[src/hdl/ajc_pkg.sv]
// constants, modes and carriers for the access, jitter and equalizer control bank
package ajc_pkg;

   // ------------------------------------------------------------
   // register map (index = printed offset, byte address = 4 * index)
   // ------------------------------------------------------------
   localparam int         ADDR_W         = 10;
   localparam logic [7:0] IDX_ACCESS     = 8'h13;
   localparam logic [7:0] IDX_JITTER     = 8'h18;
   localparam logic [7:0] IDX_EQUAL      = 8'h19;
   localparam logic [7:0] IDX_IRQ_STATUS = 8'h20;
   localparam logic [7:0] IDX_IRQ_MASK   = 8'h21;

   // ------------------------------------------------------------
   // field positions
   // ------------------------------------------------------------
   localparam int ACC_ALARM_SEL = 2;
   localparam int ACC_SEQ       = 1;
   localparam int ACC_FP_FMT    = 0;
   localparam int JA_ENABLE     = 7;
   localparam int JA_SIDE       = 6;
   localparam int JA_CENTRE     = 5;
   localparam int JA_DEPTH_LO   = 2;
   localparam int JA_CLEAR      = 1;
   localparam int EQ_DISABLE    = 7;
   localparam int EQ_MID        = 6;
   localparam int EQ_MAX        = 5;
   localparam int IRQ_LOS       = 0;
   localparam int IRQ_FRAME     = 1;
   localparam int IRQ_OVF       = 2;
   localparam int IRQ_UNF       = 3;
   localparam int IRQ_N         = 4;
   localparam int STAT_CNT_LO   = 8;
   localparam int STAT_EMPTY    = 16;
   localparam int STAT_FULL     = 17;

   // ------------------------------------------------------------
   // reset values and sizes
   // ------------------------------------------------------------
   localparam logic [7:0]  ACCESS_RST     = 8'h00;
   localparam logic [7:0]  JITTER_RST     = 8'h00;
   localparam logic [7:0]  EQUAL_RST      = 8'h00;
   localparam logic [3:0]  IRQ_RST        = 4'h0;
   localparam logic [7:0]  DEPTH_STEP     = 8'h10;
   localparam int          FIFO_WORDS     = 128;
   localparam logic [14:0] PRBS_SEED      = 15'h7fff;
   localparam logic [1:0]  RESP_OKAY      = 2'b00;
   localparam logic [1:0]  RESP_SLVERR    = 2'b10;

   // a-law digital milliwatt, eight byte cycle
   localparam logic [63:0] MW_TABLE       = 64'h34_21_21_34_b4_a1_a1_b4;

   // ------------------------------------------------------------
   // modes and carriers
   // ------------------------------------------------------------
   typedef enum logic [1:0] {EQ_AUTO, EQ_ONE_STAGE, EQ_TWO_STAGE, EQ_FLAT} ajc_eq_mode_t;

   typedef struct packed {
      logic       on_transmit;
      logic       on_receive;
      logic [7:0] depth_words;
      logic       centring;
      logic       out_bit;
   } ajc_ja_out_t;

   typedef struct packed {
      logic [7:0] fill;
      logic       empty;
      logic       full;
   } ajc_ja_stat_t;

endpackage

[src/hdl/ajc_top.sv]
// access, jitter attenuator and equalizer control bank behind an axi4-lite slave
//
// Functional notes
// - select one: loss pin high only while line signal loss holds
// - select zero: loss pin high on signal loss or lost frame lock
// - sequence bit one: flagged slots carry a-law digital milliwatt
// - sequence bit zero: flagged slots carry prbs 2^15-1
// - writing sequence bit as one restarts the prbs generator
// - frame pulse format bit picks alternate or native frame pulse on pin
// - enable bit zero disables attenuator; one inserts it on chosen side
// - side bit one acts on transmit data, zero on receive data
// - centre toggle moves read pointer to the fifo centre
// - depth code 0..7 gives 16..128 words in steps of 16
// - clear bit resets attenuator pointers and status to empty
// - clear leaves stored fifo data untouched
// - auto-disable zero runs equalizer automatic, one turns auto off
// - auto off with mid bit: one-stage equalization, about 6 dB
// - auto off, mid zero, max one: two-stage equalization, about 12 dB
//
// Added by the designer: register access over AXI4-Lite.
`timescale 1ns/10ps

module ajc_top
   import ajc_pkg::*;
(
   // clock and reset
   input  wire logic              aclk,
   input  wire logic              aresetn,
   // axi4-lite write
   input  wire logic [ADDR_W-1:0] s_axi_awaddr,
   input  wire logic              s_axi_awvalid,
   output logic                   s_axi_awready,
   input  wire logic [31:0]       s_axi_wdata,
   input  wire logic [3:0]        s_axi_wstrb,
   input  wire logic              s_axi_wvalid,
   output logic                   s_axi_wready,
   output logic [1:0]             s_axi_bresp,
   output logic                   s_axi_bvalid,
   input  wire logic              s_axi_bready,
   // axi4-lite read
   input  wire logic [ADDR_W-1:0] s_axi_araddr,
   input  wire logic              s_axi_arvalid,
   output logic                   s_axi_arready,
   output logic [31:0]            s_axi_rdata,
   output logic [1:0]             s_axi_rresp,
   output logic                   s_axi_rvalid,
   input  wire logic              s_axi_rready,
   // line status from the framer
   input  wire logic              line_signal_absent_flag,
   input  wire logic              frame_locked,
   output logic                   signal_loss_output_pin,
   // per-slot test sequences
   input  wire logic              slot_byte_tick,
   input  wire logic              per_slot_transmit_test,
   input  wire logic              per_slot_receive_test,
   output logic [7:0]             test_byte,
   output logic                   test_byte_valid,
   // backplane frame pulse
   output logic                   frame_pulse_format,
   // jitter attenuator data path
   input  wire logic              ja_in_valid,
   input  wire logic              ja_in_bit,
   input  wire logic              ja_out_req,
   output ajc_ja_out_t            ja_out,
   // receive equalizer
   output ajc_eq_mode_t           eq_mode,
   // interrupt
   output logic                   irq
);

   // ------------------------------------------------------------
   // state
   // ------------------------------------------------------------
   typedef struct packed {
      logic                  aw_have;
      logic [ADDR_W-1:0]     aw_addr;
      logic                  w_have;
      logic [31:0]           w_data;
      logic                  w_lane0;
      logic                  awready;
      logic                  wready;
      logic                  bvalid;
      logic [1:0]            bresp;
      logic                  arready;
      logic                  rvalid;
      logic [31:0]           rdata;
      logic [1:0]            rresp;
      logic [7:0]            access_ctrl;
      logic [7:0]            jitter_ctrl;
      logic [7:0]            equal_ctrl;
      logic [IRQ_N-1:0]      irq_status;
      logic [IRQ_N-1:0]      irq_mask;
      logic                  irq;
      logic                  los_prev;
      logic                  frame_lost_prev;
      logic                  alarm_pin;
      logic [14:0]           lfsr;
      logic [2:0]            mw_idx;
      logic [7:0]            test_byte;
      logic                  test_valid;
      logic [FIFO_WORDS-1:0] mem;
      logic [6:0]            wr_ptr;
      logic [6:0]            rd_ptr;
      logic [7:0]            fill;
      ajc_ja_out_t           ja;
      ajc_eq_mode_t          eq;
   } ajc_state_t;

   ajc_state_t st_reg;
   ajc_state_t st_next;

   // ------------------------------------------------------------
   // helpers
   // ------------------------------------------------------------
   // word index of a byte address, or all ones when misaligned
   function automatic logic [7:0] word_index(input logic [ADDR_W-1:0] a);
      word_index = (a[1:0] == 2'b00) ? a[ADDR_W-1:2] : 8'hff;
   endfunction

   function automatic logic is_mapped(input logic [ADDR_W-1:0] a);
      logic [7:0] i;
      i = word_index(a);
      is_mapped = (i == IDX_ACCESS) || (i == IDX_JITTER) || (i == IDX_EQUAL)
                  || (i == IDX_IRQ_STATUS) || (i == IDX_IRQ_MASK);
   endfunction

   // eight steps of x^15 + x^14 + 1
   function automatic logic [22:0] prbs_step8(input logic [14:0] l);
      logic [14:0] v;
      logic [7:0]  b;
      logic        fb;
      v = l;
      b = 8'h00;
      for (int k = 0; k < 8; k++) begin
         fb = v[14] ^ v[13];
         v  = {v[13:0], fb};
         b  = {b[6:0], fb};
      end
      prbs_step8 = {v, b};
   endfunction

   ajc_ja_stat_t ja_stat;
   assign ja_stat.fill  = st_reg.fill;
   assign ja_stat.empty = (st_reg.fill == 8'h00);
   assign ja_stat.full  = (st_reg.fill == st_reg.ja.depth_words);

   // ------------------------------------------------------------
   // next state
   // ------------------------------------------------------------
   always_comb begin
      logic        do_write;
      logic [7:0]  widx;
      logic [7:0]  ridx;
      logic [7:0]  wbyte;
      logic        centre_req;
      logic        prbs_restart;
      logic [7:0]  depth;
      logic [22:0] step;
      logic        flagged;
      logic        frame_lost;
      logic [IRQ_N-1:0] ev;
      logic        push;
      logic        pop;
      do_write     = 1'b0;
      widx         = word_index(st_reg.aw_addr);
      ridx         = word_index(s_axi_araddr);
      wbyte        = st_reg.w_data[7:0];
      centre_req   = 1'b0;
      prbs_restart = 1'b0;
      step         = 23'h0;
      depth        = 8'h00;
      flagged      = per_slot_transmit_test | per_slot_receive_test;
      frame_lost   = ~frame_locked;
      ev           = '0;
      push         = 1'b0;
      pop          = 1'b0;
      st_next      = st_reg;

      // write channel capture, either order
      if (s_axi_awvalid && st_reg.awready) begin
         st_next.aw_have = 1'b1;
         st_next.aw_addr = s_axi_awaddr;
      end
      if (s_axi_wvalid && st_reg.wready) begin
         st_next.w_have  = 1'b1;
         st_next.w_data  = s_axi_wdata;
         st_next.w_lane0 = s_axi_wstrb[0];
      end
      if (st_reg.bvalid && s_axi_bready)
         st_next.bvalid = 1'b0;
      if (st_reg.aw_have && st_reg.w_have && !st_reg.bvalid) begin
         do_write        = is_mapped(st_reg.aw_addr) && st_reg.w_lane0;
         st_next.aw_have = 1'b0;
         st_next.w_have  = 1'b0;
         st_next.bvalid  = 1'b1;
         st_next.bresp   = is_mapped(st_reg.aw_addr) ? RESP_OKAY : RESP_SLVERR;
      end

      // register write effects
      if (do_write) begin
         case (widx)
            IDX_ACCESS: begin
               st_next.access_ctrl = {5'h00, wbyte[2:0]};
               prbs_restart        = wbyte[ACC_SEQ];
            end
            IDX_JITTER: begin
               st_next.jitter_ctrl = {wbyte[7:1], 1'b0};
               centre_req          = wbyte[JA_CENTRE] ^ st_reg.jitter_ctrl[JA_CENTRE];
            end
            IDX_EQUAL:      st_next.equal_ctrl = {wbyte[7:5], 5'h00};
            IDX_IRQ_STATUS: st_next.irq_status = st_reg.irq_status & ~wbyte[IRQ_N-1:0];
            IDX_IRQ_MASK:   st_next.irq_mask   = wbyte[IRQ_N-1:0];
            default: ;
         endcase
      end
      st_next.awready = !st_next.aw_have && !st_next.bvalid;
      st_next.wready  = !st_next.w_have && !st_next.bvalid;

      // read channel, answer one cycle after the address is taken
      if (st_reg.rvalid && s_axi_rready)
         st_next.rvalid = 1'b0;
      if (s_axi_arvalid && st_reg.arready) begin
         st_next.rvalid = 1'b1;
         st_next.rresp  = is_mapped(s_axi_araddr) ? RESP_OKAY : RESP_SLVERR;
         case (ridx)
            IDX_ACCESS:     st_next.rdata = {24'h0, st_reg.access_ctrl};
            IDX_JITTER:     st_next.rdata = {24'h0, st_reg.jitter_ctrl};
            IDX_EQUAL:      st_next.rdata = {24'h0, st_reg.equal_ctrl};
            IDX_IRQ_STATUS: st_next.rdata = {14'h0, ja_stat.full, ja_stat.empty, ja_stat.fill,
                                             4'h0, st_reg.irq_status};
            IDX_IRQ_MASK:   st_next.rdata = {28'h0, st_reg.irq_mask};
            default:        st_next.rdata = 32'h0;
         endcase
      end
      st_next.arready = !st_next.rvalid;

      // loss alarm pin source
      if (st_reg.access_ctrl[ACC_ALARM_SEL])
         st_next.alarm_pin = line_signal_absent_flag;
      else
         st_next.alarm_pin = line_signal_absent_flag | frame_lost;
      st_next.los_prev        = line_signal_absent_flag;
      st_next.frame_lost_prev = frame_lost;
      ev[IRQ_LOS]             = line_signal_absent_flag & ~st_reg.los_prev;
      ev[IRQ_FRAME]           = frame_lost & ~st_reg.frame_lost_prev;

      // per-slot test sequence source
      st_next.test_valid = slot_byte_tick & flagged;
      step = prbs_step8(st_reg.lfsr);
      if (prbs_restart) begin
         st_next.lfsr = PRBS_SEED;
      end else if (slot_byte_tick && flagged) begin
         if (st_reg.access_ctrl[ACC_SEQ]) begin
            st_next.test_byte = MW_TABLE[63 - 8 * st_reg.mw_idx -: 8];
            st_next.mw_idx    = st_reg.mw_idx + 3'd1;
         end else begin
            st_next.test_byte = step[7:0];
            st_next.lfsr      = step[22:8];
         end
      end

      // attenuator control decode, centring strobe lasts one cycle
      st_next.ja.centring = 1'b0;
      depth = {1'b0, st_reg.jitter_ctrl[JA_DEPTH_LO+:3], 4'h0} + DEPTH_STEP;
      st_next.ja.depth_words = depth;
      st_next.ja.on_transmit = st_reg.jitter_ctrl[JA_ENABLE] & st_reg.jitter_ctrl[JA_SIDE];
      st_next.ja.on_receive  = st_reg.jitter_ctrl[JA_ENABLE] & ~st_reg.jitter_ctrl[JA_SIDE];

      // jitter attenuator fifo
      if (st_reg.jitter_ctrl[JA_CLEAR]) begin
         // pointers and fill only; stored bits stay
         st_next.wr_ptr = 7'h00;
         st_next.rd_ptr = 7'h00;
         st_next.fill   = 8'h00;
      end else if (centre_req) begin
         st_next.rd_ptr      = st_reg.wr_ptr - depth[7:1];
         st_next.fill        = {1'b0, depth[7:1]};
         st_next.ja.centring = 1'b1;
      end else if (st_reg.jitter_ctrl[JA_ENABLE]) begin
         push = ja_in_valid && (st_reg.fill != depth);
         pop  = ja_out_req && (st_reg.fill != 8'h00);
         ev[IRQ_OVF] = ja_in_valid && (st_reg.fill >= depth) && !pop;
         ev[IRQ_UNF] = ja_out_req && (st_reg.fill == 8'h00);
         if (push) begin
            st_next.mem[st_reg.wr_ptr] = ja_in_bit;
            st_next.wr_ptr             = st_reg.wr_ptr + 7'd1;
         end
         if (pop) begin
            st_next.ja.out_bit = st_reg.mem[st_reg.rd_ptr];
            st_next.rd_ptr     = st_reg.rd_ptr + 7'd1;
         end
         st_next.fill = st_reg.fill + {7'h0, push} - {7'h0, pop};
      end else if (ja_in_valid) begin
         st_next.ja.out_bit = ja_in_bit; // bypass
      end

      // receive equalizer mode
      if (!st_reg.equal_ctrl[EQ_DISABLE])
         st_next.eq = EQ_AUTO;
      else if (st_reg.equal_ctrl[EQ_MID])
         st_next.eq = EQ_ONE_STAGE;
      else if (st_reg.equal_ctrl[EQ_MAX])
         st_next.eq = EQ_TWO_STAGE;
      else
         st_next.eq = EQ_FLAT;

      // sticky status, set wins over the clear
      st_next.irq_status = st_next.irq_status | ev;
      st_next.irq        = |(st_next.irq_status & st_next.irq_mask);
   end

   // ------------------------------------------------------------
   // state register, synchronous active-low reset
   // ------------------------------------------------------------
   always_ff @(posedge aclk) begin
      if (!aresetn) begin
         st_reg                <= '0;
         st_reg.access_ctrl    <= ACCESS_RST;
         st_reg.jitter_ctrl    <= JITTER_RST;
         st_reg.equal_ctrl     <= EQUAL_RST;
         st_reg.irq_status     <= IRQ_RST;
         st_reg.irq_mask       <= IRQ_RST;
         st_reg.lfsr           <= PRBS_SEED;
         st_reg.ja.depth_words <= DEPTH_STEP;
      end else begin
         st_reg <= st_next;
      end
   end

   // ------------------------------------------------------------
   // outputs, each straight from the state register
   // ------------------------------------------------------------
   assign s_axi_awready = st_reg.awready;
   assign s_axi_wready = st_reg.wready;
   assign s_axi_bvalid = st_reg.bvalid;
   assign s_axi_bresp = st_reg.bresp;
   assign s_axi_arready = st_reg.arready;
   assign s_axi_rvalid = st_reg.rvalid;
   assign s_axi_rdata = st_reg.rdata;
   assign s_axi_rresp = st_reg.rresp;
   assign signal_loss_output_pin = st_reg.alarm_pin;
   assign test_byte = st_reg.test_byte;
   assign test_byte_valid = st_reg.test_valid;
   assign frame_pulse_format = st_reg.access_ctrl[ACC_FP_FMT];
   assign ja_out = st_reg.ja;
   assign eq_mode = st_reg.eq;
   assign irq = st_reg.irq;
endmodule

[config.mk]
export PLATFORM = sky130hd
export DESIGN_NAME = ajc_top
export DESIGN_NICKNAME = d
export VERILOG_FILES = /design/src/hdl/ajc_pkg.sv /design/src/hdl/ajc_top.sv
export SDC_FILE = /design/constraint.sdc
export NUM_CORES = 1
export LEC_CHECK = 0
export BUFFER_PORTS_ARGS = -buffer_cell sky130_fd_sc_hd__buf_4
export CAP_MARGIN = 5
export CORE_UTILIZATION = 59
export DETAILED_ROUTE_END_ITERATION = 6
export GPL_TIMING_DRIVEN = 0
export PLACE_DENSITY = 0.8
export SLEW_MARGIN = 20
export SYNTH_ARGS = -nofsm -noshare
export SYNTH_HDL_FRONTEND = slang
export SYNTH_SLANG_ARGS = --single-unit
[constraint.sdc]
create_clock -name aclk -period 3.5 [get_ports aclk]
set_clock_uncertainty 0.05 [all_clocks]
set_input_delay 0.7 -clock aclk [delete_from_list [all_inputs] [get_ports aclk]]
set_output_delay 0.7 -clock aclk [all_outputs]
set_load 0.05 [all_outputs]
==> flow_summary.yaml, run 1 <==
run_status:
  status: "finished with violations"
  violations: "DRC"
die:
  initial_core_util_pct: 60.92
  coreArea_um2: 21290
  ioPinCount: 138
  rows: 53
  die_area_um2: 22580
  fp.dieW_um: 150.3
  die_h_um: 150.3
worst_hold_path:
  hold_end: "st_reg[192]"
  hold_depth: 2
  min_path_type: "input pin to flip-flop"
  hold_start: "frame_locked"
sta:
  fmax_ghz: 0.3009
  fin_crit_sh_pct: 94.94
  whs_ps: 306.7
  period_needed_ps: 3323
  setup_slack_ps: 177.2
  tightest_slew_ps: 1094
  slew_violations: 0
  setup_violations: 0
  hold_viol_final: 0
  relSlewSlack_pct: 26.50
synth:
  syn_inst: 1483
  synth-async-reset-ratio_pct: 0
  ys.flop_type: "dfxtp_1"
  synth_edf_count: 0
  yosysSeqAreaShare_pct: 39.83
  yosysWarnings: 0
  synth_top_area_share_pct: 39.83
  postSynthAreaPerCell_um2: 8.745
  synth_top_cell_by_area: "dfxtp_1"
  synth_area_um2: 12970
  synth.area.top_cells: "dfxtp_1 (40%), mux2i_1 (13%), nor2_1 (6.1%), nand2_1 (5.8%), mux4_2 (3.6%)"
  yosysUniqueCellTypes: 74
  synth-seq-cells: 258
critical_path:
  arrival_ps: 3680
  rrSetupSlack_ps: 180
  reg2reg_depth: 17
  r2r-end: "ja_stat[8]"
  endpoint_kind: "flip-flop"
  cp_max_fo: 7
  cp_data_required_time_ps: 3850
  critPathKind: "flip-flop to flip-flop"
  cp-start-kind: "flip-flop"
  reg2reg_from: "st_reg[213]"
clock_network:
  cts.sinks: 258
  clkLatencyLatePin_ps: 540
  ctsHtreeMaxLevel: 1
  cts_tree: "built"
  clkTransAtPathRegs_ps: 60
  cts_root_buf: "clkbuf_16"
  cts_buffer_depth: 3
  cts_made_buffers: 27
routing:
  postRouteWirelength_um: 35050
  drt_iter0_markers: 1097
  vias: 11250
  first_pass_iters: 7
  drc: 5
  vias_per_cell: 5.876
  ant_nets: 0
  wire_per_inst_um: 18.30
global_routing:
  grt_pass1_vias: 10790
  grt_overflow_total: 0
  grt_antenna_before_repair: 0
  grt_pass1_wl_um: 55740
  track_usage_pct: 31.51
  grt_max_degree: 14
final_layout:
  layout-drive-gt1-share_pct: 18.05
  diodes: 0
  nets: 1716
  areaGrowthSynthToFinish_pct: 15.49
  fin_util_pct: 70.36
  final_common_cell: "dfxtp_1"
  largest_reg_flops: 203
  stdcell_count: 1915
  layout_common_cells: "dfxtp_1 (256), nor2_1 (211), nand2_1 (200), mux2i_1 (167), buf_4 (151)"
  fillCellCount: 1652
pwr:
  power.density_nw_per_um2: 419.6
  ir_drop_uv: 453.7
  p_leak_nw: 6.261
  power.total_mw: 6.285
placement:
  numPortBuffers: 89
  place_inst: 1866
  dp_slack_ps: -139.0
  gp_congestion: 0.9147
  dp_hpwl_um: 24720
job:
  max_cap_violations: 0
-- per-layer routing --
metal / share of wire (%) / GRT usage (%) / vias up
met2: 46 / 51.77 / 491
met3: 8.1 / 5.515 / 102
met4: 3.8 / 12.12 / 0
li1: - / - / 5279
met5: 0 / 0 / -
met1: 42 / 41.18 / 5381
-- final cells by class --
type                            instances  area (um^2)  share of cell area, %
Multi-Input combinational cell       1053         6893                  46.02
Sequential cell                       258         5170                  34.52
Buffer                                164        917.1                  6.124
Clock buffer                           35        775.7                  5.180
Timing Repair Buffer                   91        683.2                  4.561
Tap cell                              275        344.1                  2.297
Inverter                               26        97.59                 0.6516
Clock inverter                         13        96.34                 0.6433
-- what timing repair did --
item	in CTS	in global routing
resized for setup	4	8
setup endpoints to repair	3	3
hold endpoints to repair	0	0
hold buffers	0	0
pin swaps	0	2
buffers inserted	0	2
-- synthesized netlist by cell type (13+ instances only) --
| cell | instances |
|---|---|
| dfxtp_1 | 258 |
| nor2_1 | 212 |
| nand2_1 | 200 |
| mux2i_1 | 167 |
| nand3_1 | 70 |
| clkbuf_1 | 65 |
| a21oi_1 | 61 |
| buf_4 | 60 |
| nor3_1 | 32 |
| inv_1 | 24 |
| o21ai_0 | 23 |
| ha_1 | 22 |
| nand3_2 | 22 |
| mux4_2 | 21 |
| buf_1 | 19 |
| xor2_1 | 19 |
| xnor2_1 | 18 |
| nand2b_1 | 16 |
| a211oi_1 | 13 |
| buf_2 | 13 |
-- logic make-up after synthesis --
| group | after synthesis | share of synthesized area, % |
|---|---|---|
| multiplexers | 190 | 16.71 |
| adder cells (fa/ha/maj) | 24 | 2.431 |
| XOR/XNOR | 37 | 2.499 |
| flip-flops | 258 | 39.83 |
| other | 1 | 0.02892 |
| AO/OA/AOI/OAI | 162 | 7.960 |
| buffers and inverters | 191 | 7.853 |
| AND/OR/NAND/NOR | 620 | 22.69 |
-- worst max-delay path: stages (launching register included) --
cell and delay (ps):
dfxtp_4 380, ha_2 200, xor2_2 190, inv_2 90, ha_1 290, nand4_1 140, o21ai_2 70, ha_1 280
inv_1 40, ha_1 200, fa_1 400, a21oi_1 150, o21bai_1 100, a21oi_1 160, o21bai_1 90, xor2_1 150
a21oi_1 150, a211oi_1 50
-- per-stage QoR --
step           instance area [um^2]  setup TNS (ps)
6_report                      14980               0
5_1_grt                       14980          -9.135
4_1_cts                       14930               0
3_5_place_dp                  14060          -183.8
3_3_place_gp                  14050          -102.0
2_1_floorplan                 13040               0
-- worst max path at each step --
stage	startpoint	depth (start not counted)	endpoint	slack, ps
finish	st_reg[213]	17	ja_stat[8]	180
global route	st_reg[215]	15	ja_stat[8]	-9
CTS	st_reg[213]	16	ja_stat[9]	20
detailed placement	st_reg[213]	16	ja_stat[9]	-140
global placement	st_reg[213]	16	ja_stat[9]	-90
floorplan	st_reg[213]	16	ja_stat[9]	350
-- report_power, final --
group	switching, mW	total (mW)	internal [mW]
logic	0.295	0.441	0.147
registers	0.0370	3.02	2.98
clock network	1.20	2.82	1.63
total	1.53	6.28	4.76
Note: power is estimated with default switching activity, not from simulation.
==> run 2: changes to the inputs <==
--- a/config.mk
+++ b/config.mk
@@ -7,10 +7,11 @@
 export LEC_CHECK = 0
 export BUFFER_PORTS_ARGS = -buffer_cell sky130_fd_sc_hd__buf_4
 export CAP_MARGIN = 5
-export CORE_UTILIZATION = 59
+export CORE_UTILIZATION = 50
 export DETAILED_ROUTE_END_ITERATION = 6
 export GPL_TIMING_DRIVEN = 0
-export PLACE_DENSITY = 0.8
+export PLACE_DENSITY = 0.7
+export REMOVE_ABC_BUFFERS = 1
 export SLEW_MARGIN = 20
 export SYNTH_ARGS = -nofsm -noshare
 export SYNTH_HDL_FRONTEND = slang
==> flow_summary.yaml, run 2 (synthesis results as in run 1) <==
sta:
  setup_slack_ps: 164.2
  fin_crit_sh_pct: 95.31
  period_needed_ps: 3336
  setup_violations: 0
  hold_viol_final: 0
  slew_violations: 0
  relSlewSlack_pct: 30.28
  tightest_slew_ps: 1046
  setup_tns_ps: 0
  fmax_ghz: 0.2998
run_status:
  status: "finished clean"
routing:
  drt_iter0_markers: 795
  postRouteWirelength_um: 30920
  drc: 0
  wire_per_inst_um: 16.92
  first_pass_iters: 5
  dr_wl_met3_um: 1477
  wl_met1_um: 13920
  vias: 10270
  vias_per_cell: 5.620
  highest_layer: "met4"
  ant_nets: 0
  met2WireLength_um: 14690
clock_network:
  cts_buffer_depth: 3
  cts_root_buf: "clkbuf_16"
  ctsHtreeMaxLevel: 1
  cts_tree: "built"
  cts.sinks: 258
  clkTransAtPathRegs_ps: 60
  cts_made_buffers: 28
  holdBufCountCts: 0
  clkLatencyLatePin_ps: 540
worst_hold_path:
  hold_end: "st_reg[192]"
  min_path_type: "input pin to flip-flop"
  hold_start: "frame_locked"
  hold_depth: 2
final_layout:
  layout-drive-gt1-share_pct: 16.36
  fin_util_pct: 57.31
  areaGrowthSynthToFinish_pct: 11.91
  largest_reg_flops: 203
  final_common_cell: "dfxtp_1"
  nets: 1575
  stdcell_count: 1828
  layout_common_cells: "dfxtp_1 (254), nor2_1 (208), nand2_1 (200), mux2i_1 (167), buf_4 (102)"
  diodes: 0
critical_path:
  endpoint_kind: "flip-flop"
  cp_max_fo: 7
  cp_cell_sequence: "ha_1 -> xor2_1 -> inv_1 -> ha_4 -> nand4_1 -> o21ai_1 -> ha_1 -> inv_1 -> ha_1 -> a21o_1 -> a21oi_2 -> o21bai_1 -> a21oi_1 -> xnor2_1 -> a211o_1 -> a21oi_1"
  cp_data_required_time_ps: 3890
  rrSetupSlack_ps: 160
  crit_slowest_cell: "dfxtp_4"
  cp-start-kind: "flip-flop"
  critPathKind: "flip-flop to flip-flop"
  reg2reg_from: "st_reg[213]"
  max_stage_delay_ps: 370
  cpMostUsedCell: "ha_1"
  r2r-end: "ja_stat[7]"
  reg2reg_depth: 16
  arrival_ps: 3730
global_routing:
  track_usage_pct: 22.88
  grt_max_degree: 99
  grt_antenna_before_repair: 0
  grt_overflow_total: 0
  grt_pass1_wl_um: 49620
  grt_pass1_vias: 9728
die:
  fp.dieW_um: 163.1
  die_area_um2: 26590
  rows: 58
  coreArea_um2: 25330
  ioPinCount: 138
  initial_core_util_pct: 51.21
  die_h_um: 163.1
pwr:
  ir_drop_uv: 333.8
  p_leak_nw: 5.939
  power.density_nw_per_um2: 436.1
  power.total_mw: 6.329
job:
  max_cap_violations: 0
placement:
  dp_slack_ps: -127.6
  place_inst: 1775
  gp_congestion: 0.8309
  dp_hpwl_um: 19810
  numPortBuffers: 90
## run 2: cell types whose count changed in the layout (fill, tap and decap cells not counted), sizes merged
cell / before / now
buf: 191 / 113
clkbuf: 99 / 42
clkinv: 10 / 5
clkinvlp: 1 / 0
inv: 27 / 26
## run 2: area by class of cell
type                    instances  area (um^2)
clock inverters                 6        55.05
well taps                     330        412.9
fillers                      2225        10810
multi-input cells            1053         6953
flip-flops and latches        258         5175
inverters                      26        105.1
clock buffers                  42        865.8
repair buffers                113        947.2
## run 2: timing repair
action	CTS	global route
endpoints found under the hold margin	0	0
endpoints found under the setup margin	7	62
buffers inserted	0	5
pin swaps	0	1
cloned	0	0
gates resized for setup	3	12
## run 2: worst max path at each step
stage,startpoint,end
final,st_reg[213],ja_stat[7]
after global routing,st_reg[213],ja_stat[9]
after CTS,st_reg[213],ja_stat[9]
after detailed placement,st_reg[213],ja_stat[9]
after global placement,aresetn,st_reg[178]
after floorplan,st_reg[213],st_reg[40]
## run 2: worst max-delay path, delay by kind of cell (launching register included)
family                   cells  cell delay [ps]
AND/OR/NAND/NOR              1              140
flip-flops                   1              370
XOR/XNOR                     2              280
adder cells (fa/ha/maj)      4              920
AO/OA/AOI/OAI                7             1290
buffers and inverters        2              190
## run 2: power breakdown
part | leakage, nW | switching [mW] | internal [mW] | total (mW)
Clock | 0.460 | 1.17 | 1.76 | 2.93
Sequential | 2.09 | 0.0362 | 2.98 | 3.02
Combinational | 3.39 | 0.266 | 0.112 | 0.378
## run 2: layer usage
metal  vias to the layer above  global-route usage (%)
li1                       4997                       -
met1                      4940                   30.42
met3                        60                   2.717
met5                         -                       0
met4                         0                   7.519
met2                       276                   38.45
## run 2: per-stage QoR
step                      hold WS (ps)  cell area (um^2)
after global placement           389.8             13210
after floorplan                  371.0             12120
final                            309.0             14510
after CTS                        290.9             14410
after detailed placement         397.0             13490
after global routing             289.8             14510
==> run 3: changes to the inputs <==
==> constraint.sdc (replaced) <==
create_clock -name aclk -period 3.8 [get_ports aclk]
set_clock_uncertainty 0.05 [all_clocks]
set_input_delay 0.76 -clock aclk [delete_from_list [all_inputs] [get_ports aclk]]
set_output_delay 0.76 -clock aclk [all_outputs]
set_load 0.05 [all_outputs]
==> flow_summary.yaml, run 3 (synthesis results as in run 1) <==
run_status:
  status: "finished clean"
routing:
  wire_per_inst_um: 16.85
  first_pass_iters: 5
  postRouteWirelength_um: 30710
  vias: 10230
  ant_nets: 0
  drt_iter0_markers: 860
  vias_per_cell: 5.611
  drc: 0
final_layout:
  nets: 1570
  layout_common_cells: "dfxtp_1 (255), nor2_1 (209), nand2_1 (200), mux2i_1 (167), buf_4 (98)"
  layout-drive-gt1-share_pct: 15.47
  diodes: 0
  final_common_cell: "dfxtp_1"
  largest_reg_flops: 203
  areaGrowthSynthToFinish_pct: 11.17
die:
  coreArea_um2: 25330
  rows: 58
  ioPinCount: 138
  die_h_um: 163.1
  die_area_um2: 26590
  fp.dieW_um: 163.1
  initial_core_util_pct: 51.21
clock_network:
  cts_made_buffers: 28
  cts_tree: "built"
  ctsResizeCount: 0
  cts_root_buf: "clkbuf_16"
  holdBufCountCts: 0
  post_cts_buffers: 0
  cts_buffer_depth: 3
  ctsHtreeMaxLevel: 1
  cts.sinks: 258
  clkTransAtPathRegs_ps: 60
  clkLatencyLatePin_ps: 550
critical_path:
  critPathKind: "flip-flop to flip-flop"
  endpoint_kind: "flip-flop"
  cp-start-kind: "flip-flop"
  crit_slowest_cell: "a2111oi_0"
  cpMostUsedCell: "ha_1"
  max_stage_delay_ps: 460
  arrival_ps: 3880
  cp_cell_sequence: "ha_1 -> xor2_1 -> inv_1 -> ha_1 -> nand4_1 -> o21ai_0 -> ha_1 -> inv_1 -> ha_1 -> a21o_1 -> a21oi_1 -> o21bai_1 -> a2111oi_0 -> a211oi_1 -> xor2_1 -> a21oi_1"
  cp_data_required_time_ps: 4130
  cp_max_fo: 7
global_routing:
  grt_max_degree: 99
  grt_pass1_wl_um: 49620
  grt_overflow_total: 0
  grt_antenna_before_repair: 0
  grt_pass1_vias: 9728
  track_usage_pct: 22.88
placement:
  dp_hpwl_um: 19810
  gp_congestion: 0.8309
  numPortBuffers: 90
  dp_slack_ps: 172.4
sta:
  relSlewSlack_pct: 29.42
  rsz0062_at_grt: "false"
  setup_slack_ps: 251.5
  fin_crit_sh_pct: 93.38
  tightest_slew_ps: 1059
  fmax_ghz: 0.2818
  period_needed_ps: 3548
  hold_viol_final: 0
  slew_violations: 0
  setup_violations: 0
pwr:
  power.density_nw_per_um2: 404.6
  seq_power_share_pct: 47.7
  p_leak_nw: 5.907
  p_int_mw: 4.474
  p_comb_share_pct: 6.0
  power.total_mw: 5.833
  power_frac_clock_pct: 46.4
  p_switching_mw: 1.359
  p_sw_share_pct: 23.29
  ir_drop_uv: 310.1
job:
  max_cap_violations: 0
worst_hold_path:
  min_path_type: "input pin to flip-flop"
-- run 3: cell type report --
cell class	count	area (um^2)
Fill cell	2237	10910
Multi-Input combinational cell	1053	6910
Sequential cell	258	5171
Timing Repair Buffer	108	897.1
Clock buffer	42	865.8
Tap cell	330	412.9
Inverter	26	105.1
Clock inverter	6	55.05
-- run 3: metal layers --
metal  GRT usage [%]  routed length, um  vias to the layer above
met2           38.45              14460                      285
li1                -                  -                     4979
met3           2.717               1534                       61
met4           7.519                827                        0
met1           30.42              13890                     4903
met5               0                  0                        -
-- run 3: worst max-delay path: cells and delay by family (launching register included) --
| kind | cells | cell delay (ps) |
|---|---|---|
| AOI/OAI and AO/OA | 7 | 1340 |
| xor gates and xnor gates | 2 | 330 |
| adders and majority gates | 4 | 940 |
| buffers and inverters | 2 | 180 |
| DFF | 1 | 400 |
| and+or+nand+nor | 1 | 160 |
-- run 3: final timing paths --
check	endpoint	from	cells after the start	slack, ps
setup / recovery	ja_stat[9]	st_reg[213]	16	250
hold / removal	st_reg[192]	frame_locked	2	370
setup reg to reg	ja_stat[9]	st_reg[213]	16	250
hold reg to reg	ja_out[6]	st_reg[213]	1	400
-- run 3: power by group through the flow --
| stage | Sequential (mW) | Clock, mW | Combinational [mW] |
|---|---|---|---|
| finish | 2.78 | 2.71 | 0.348 |
| global route | 2.78 | 2.85 | 0.379 |
| CTS | 2.78 | 2.75 | 0.350 |
| detailed placement | 2.84 | 0 | 0.349 |
| global placement | 2.84 | 0 | 0.342 |
| floorplan | 2.88 | 0 | 0.174 |
-- run 3: metrics by stage --
stage                     hold slack, ps  TNS, ps  util (%)  cell area, um^2  instances
after floorplan                    371.0        0         -            12120       1337
after global placement             389.8   -24210     52.15            13210       1757
after detailed placement           397.0        0     53.25            13490       1775
after CTS                          350.9        0     56.89            14410       1823
after global routing               349.8        0     56.93            14420       1823
final                              368.0        0     56.93            14420       1823
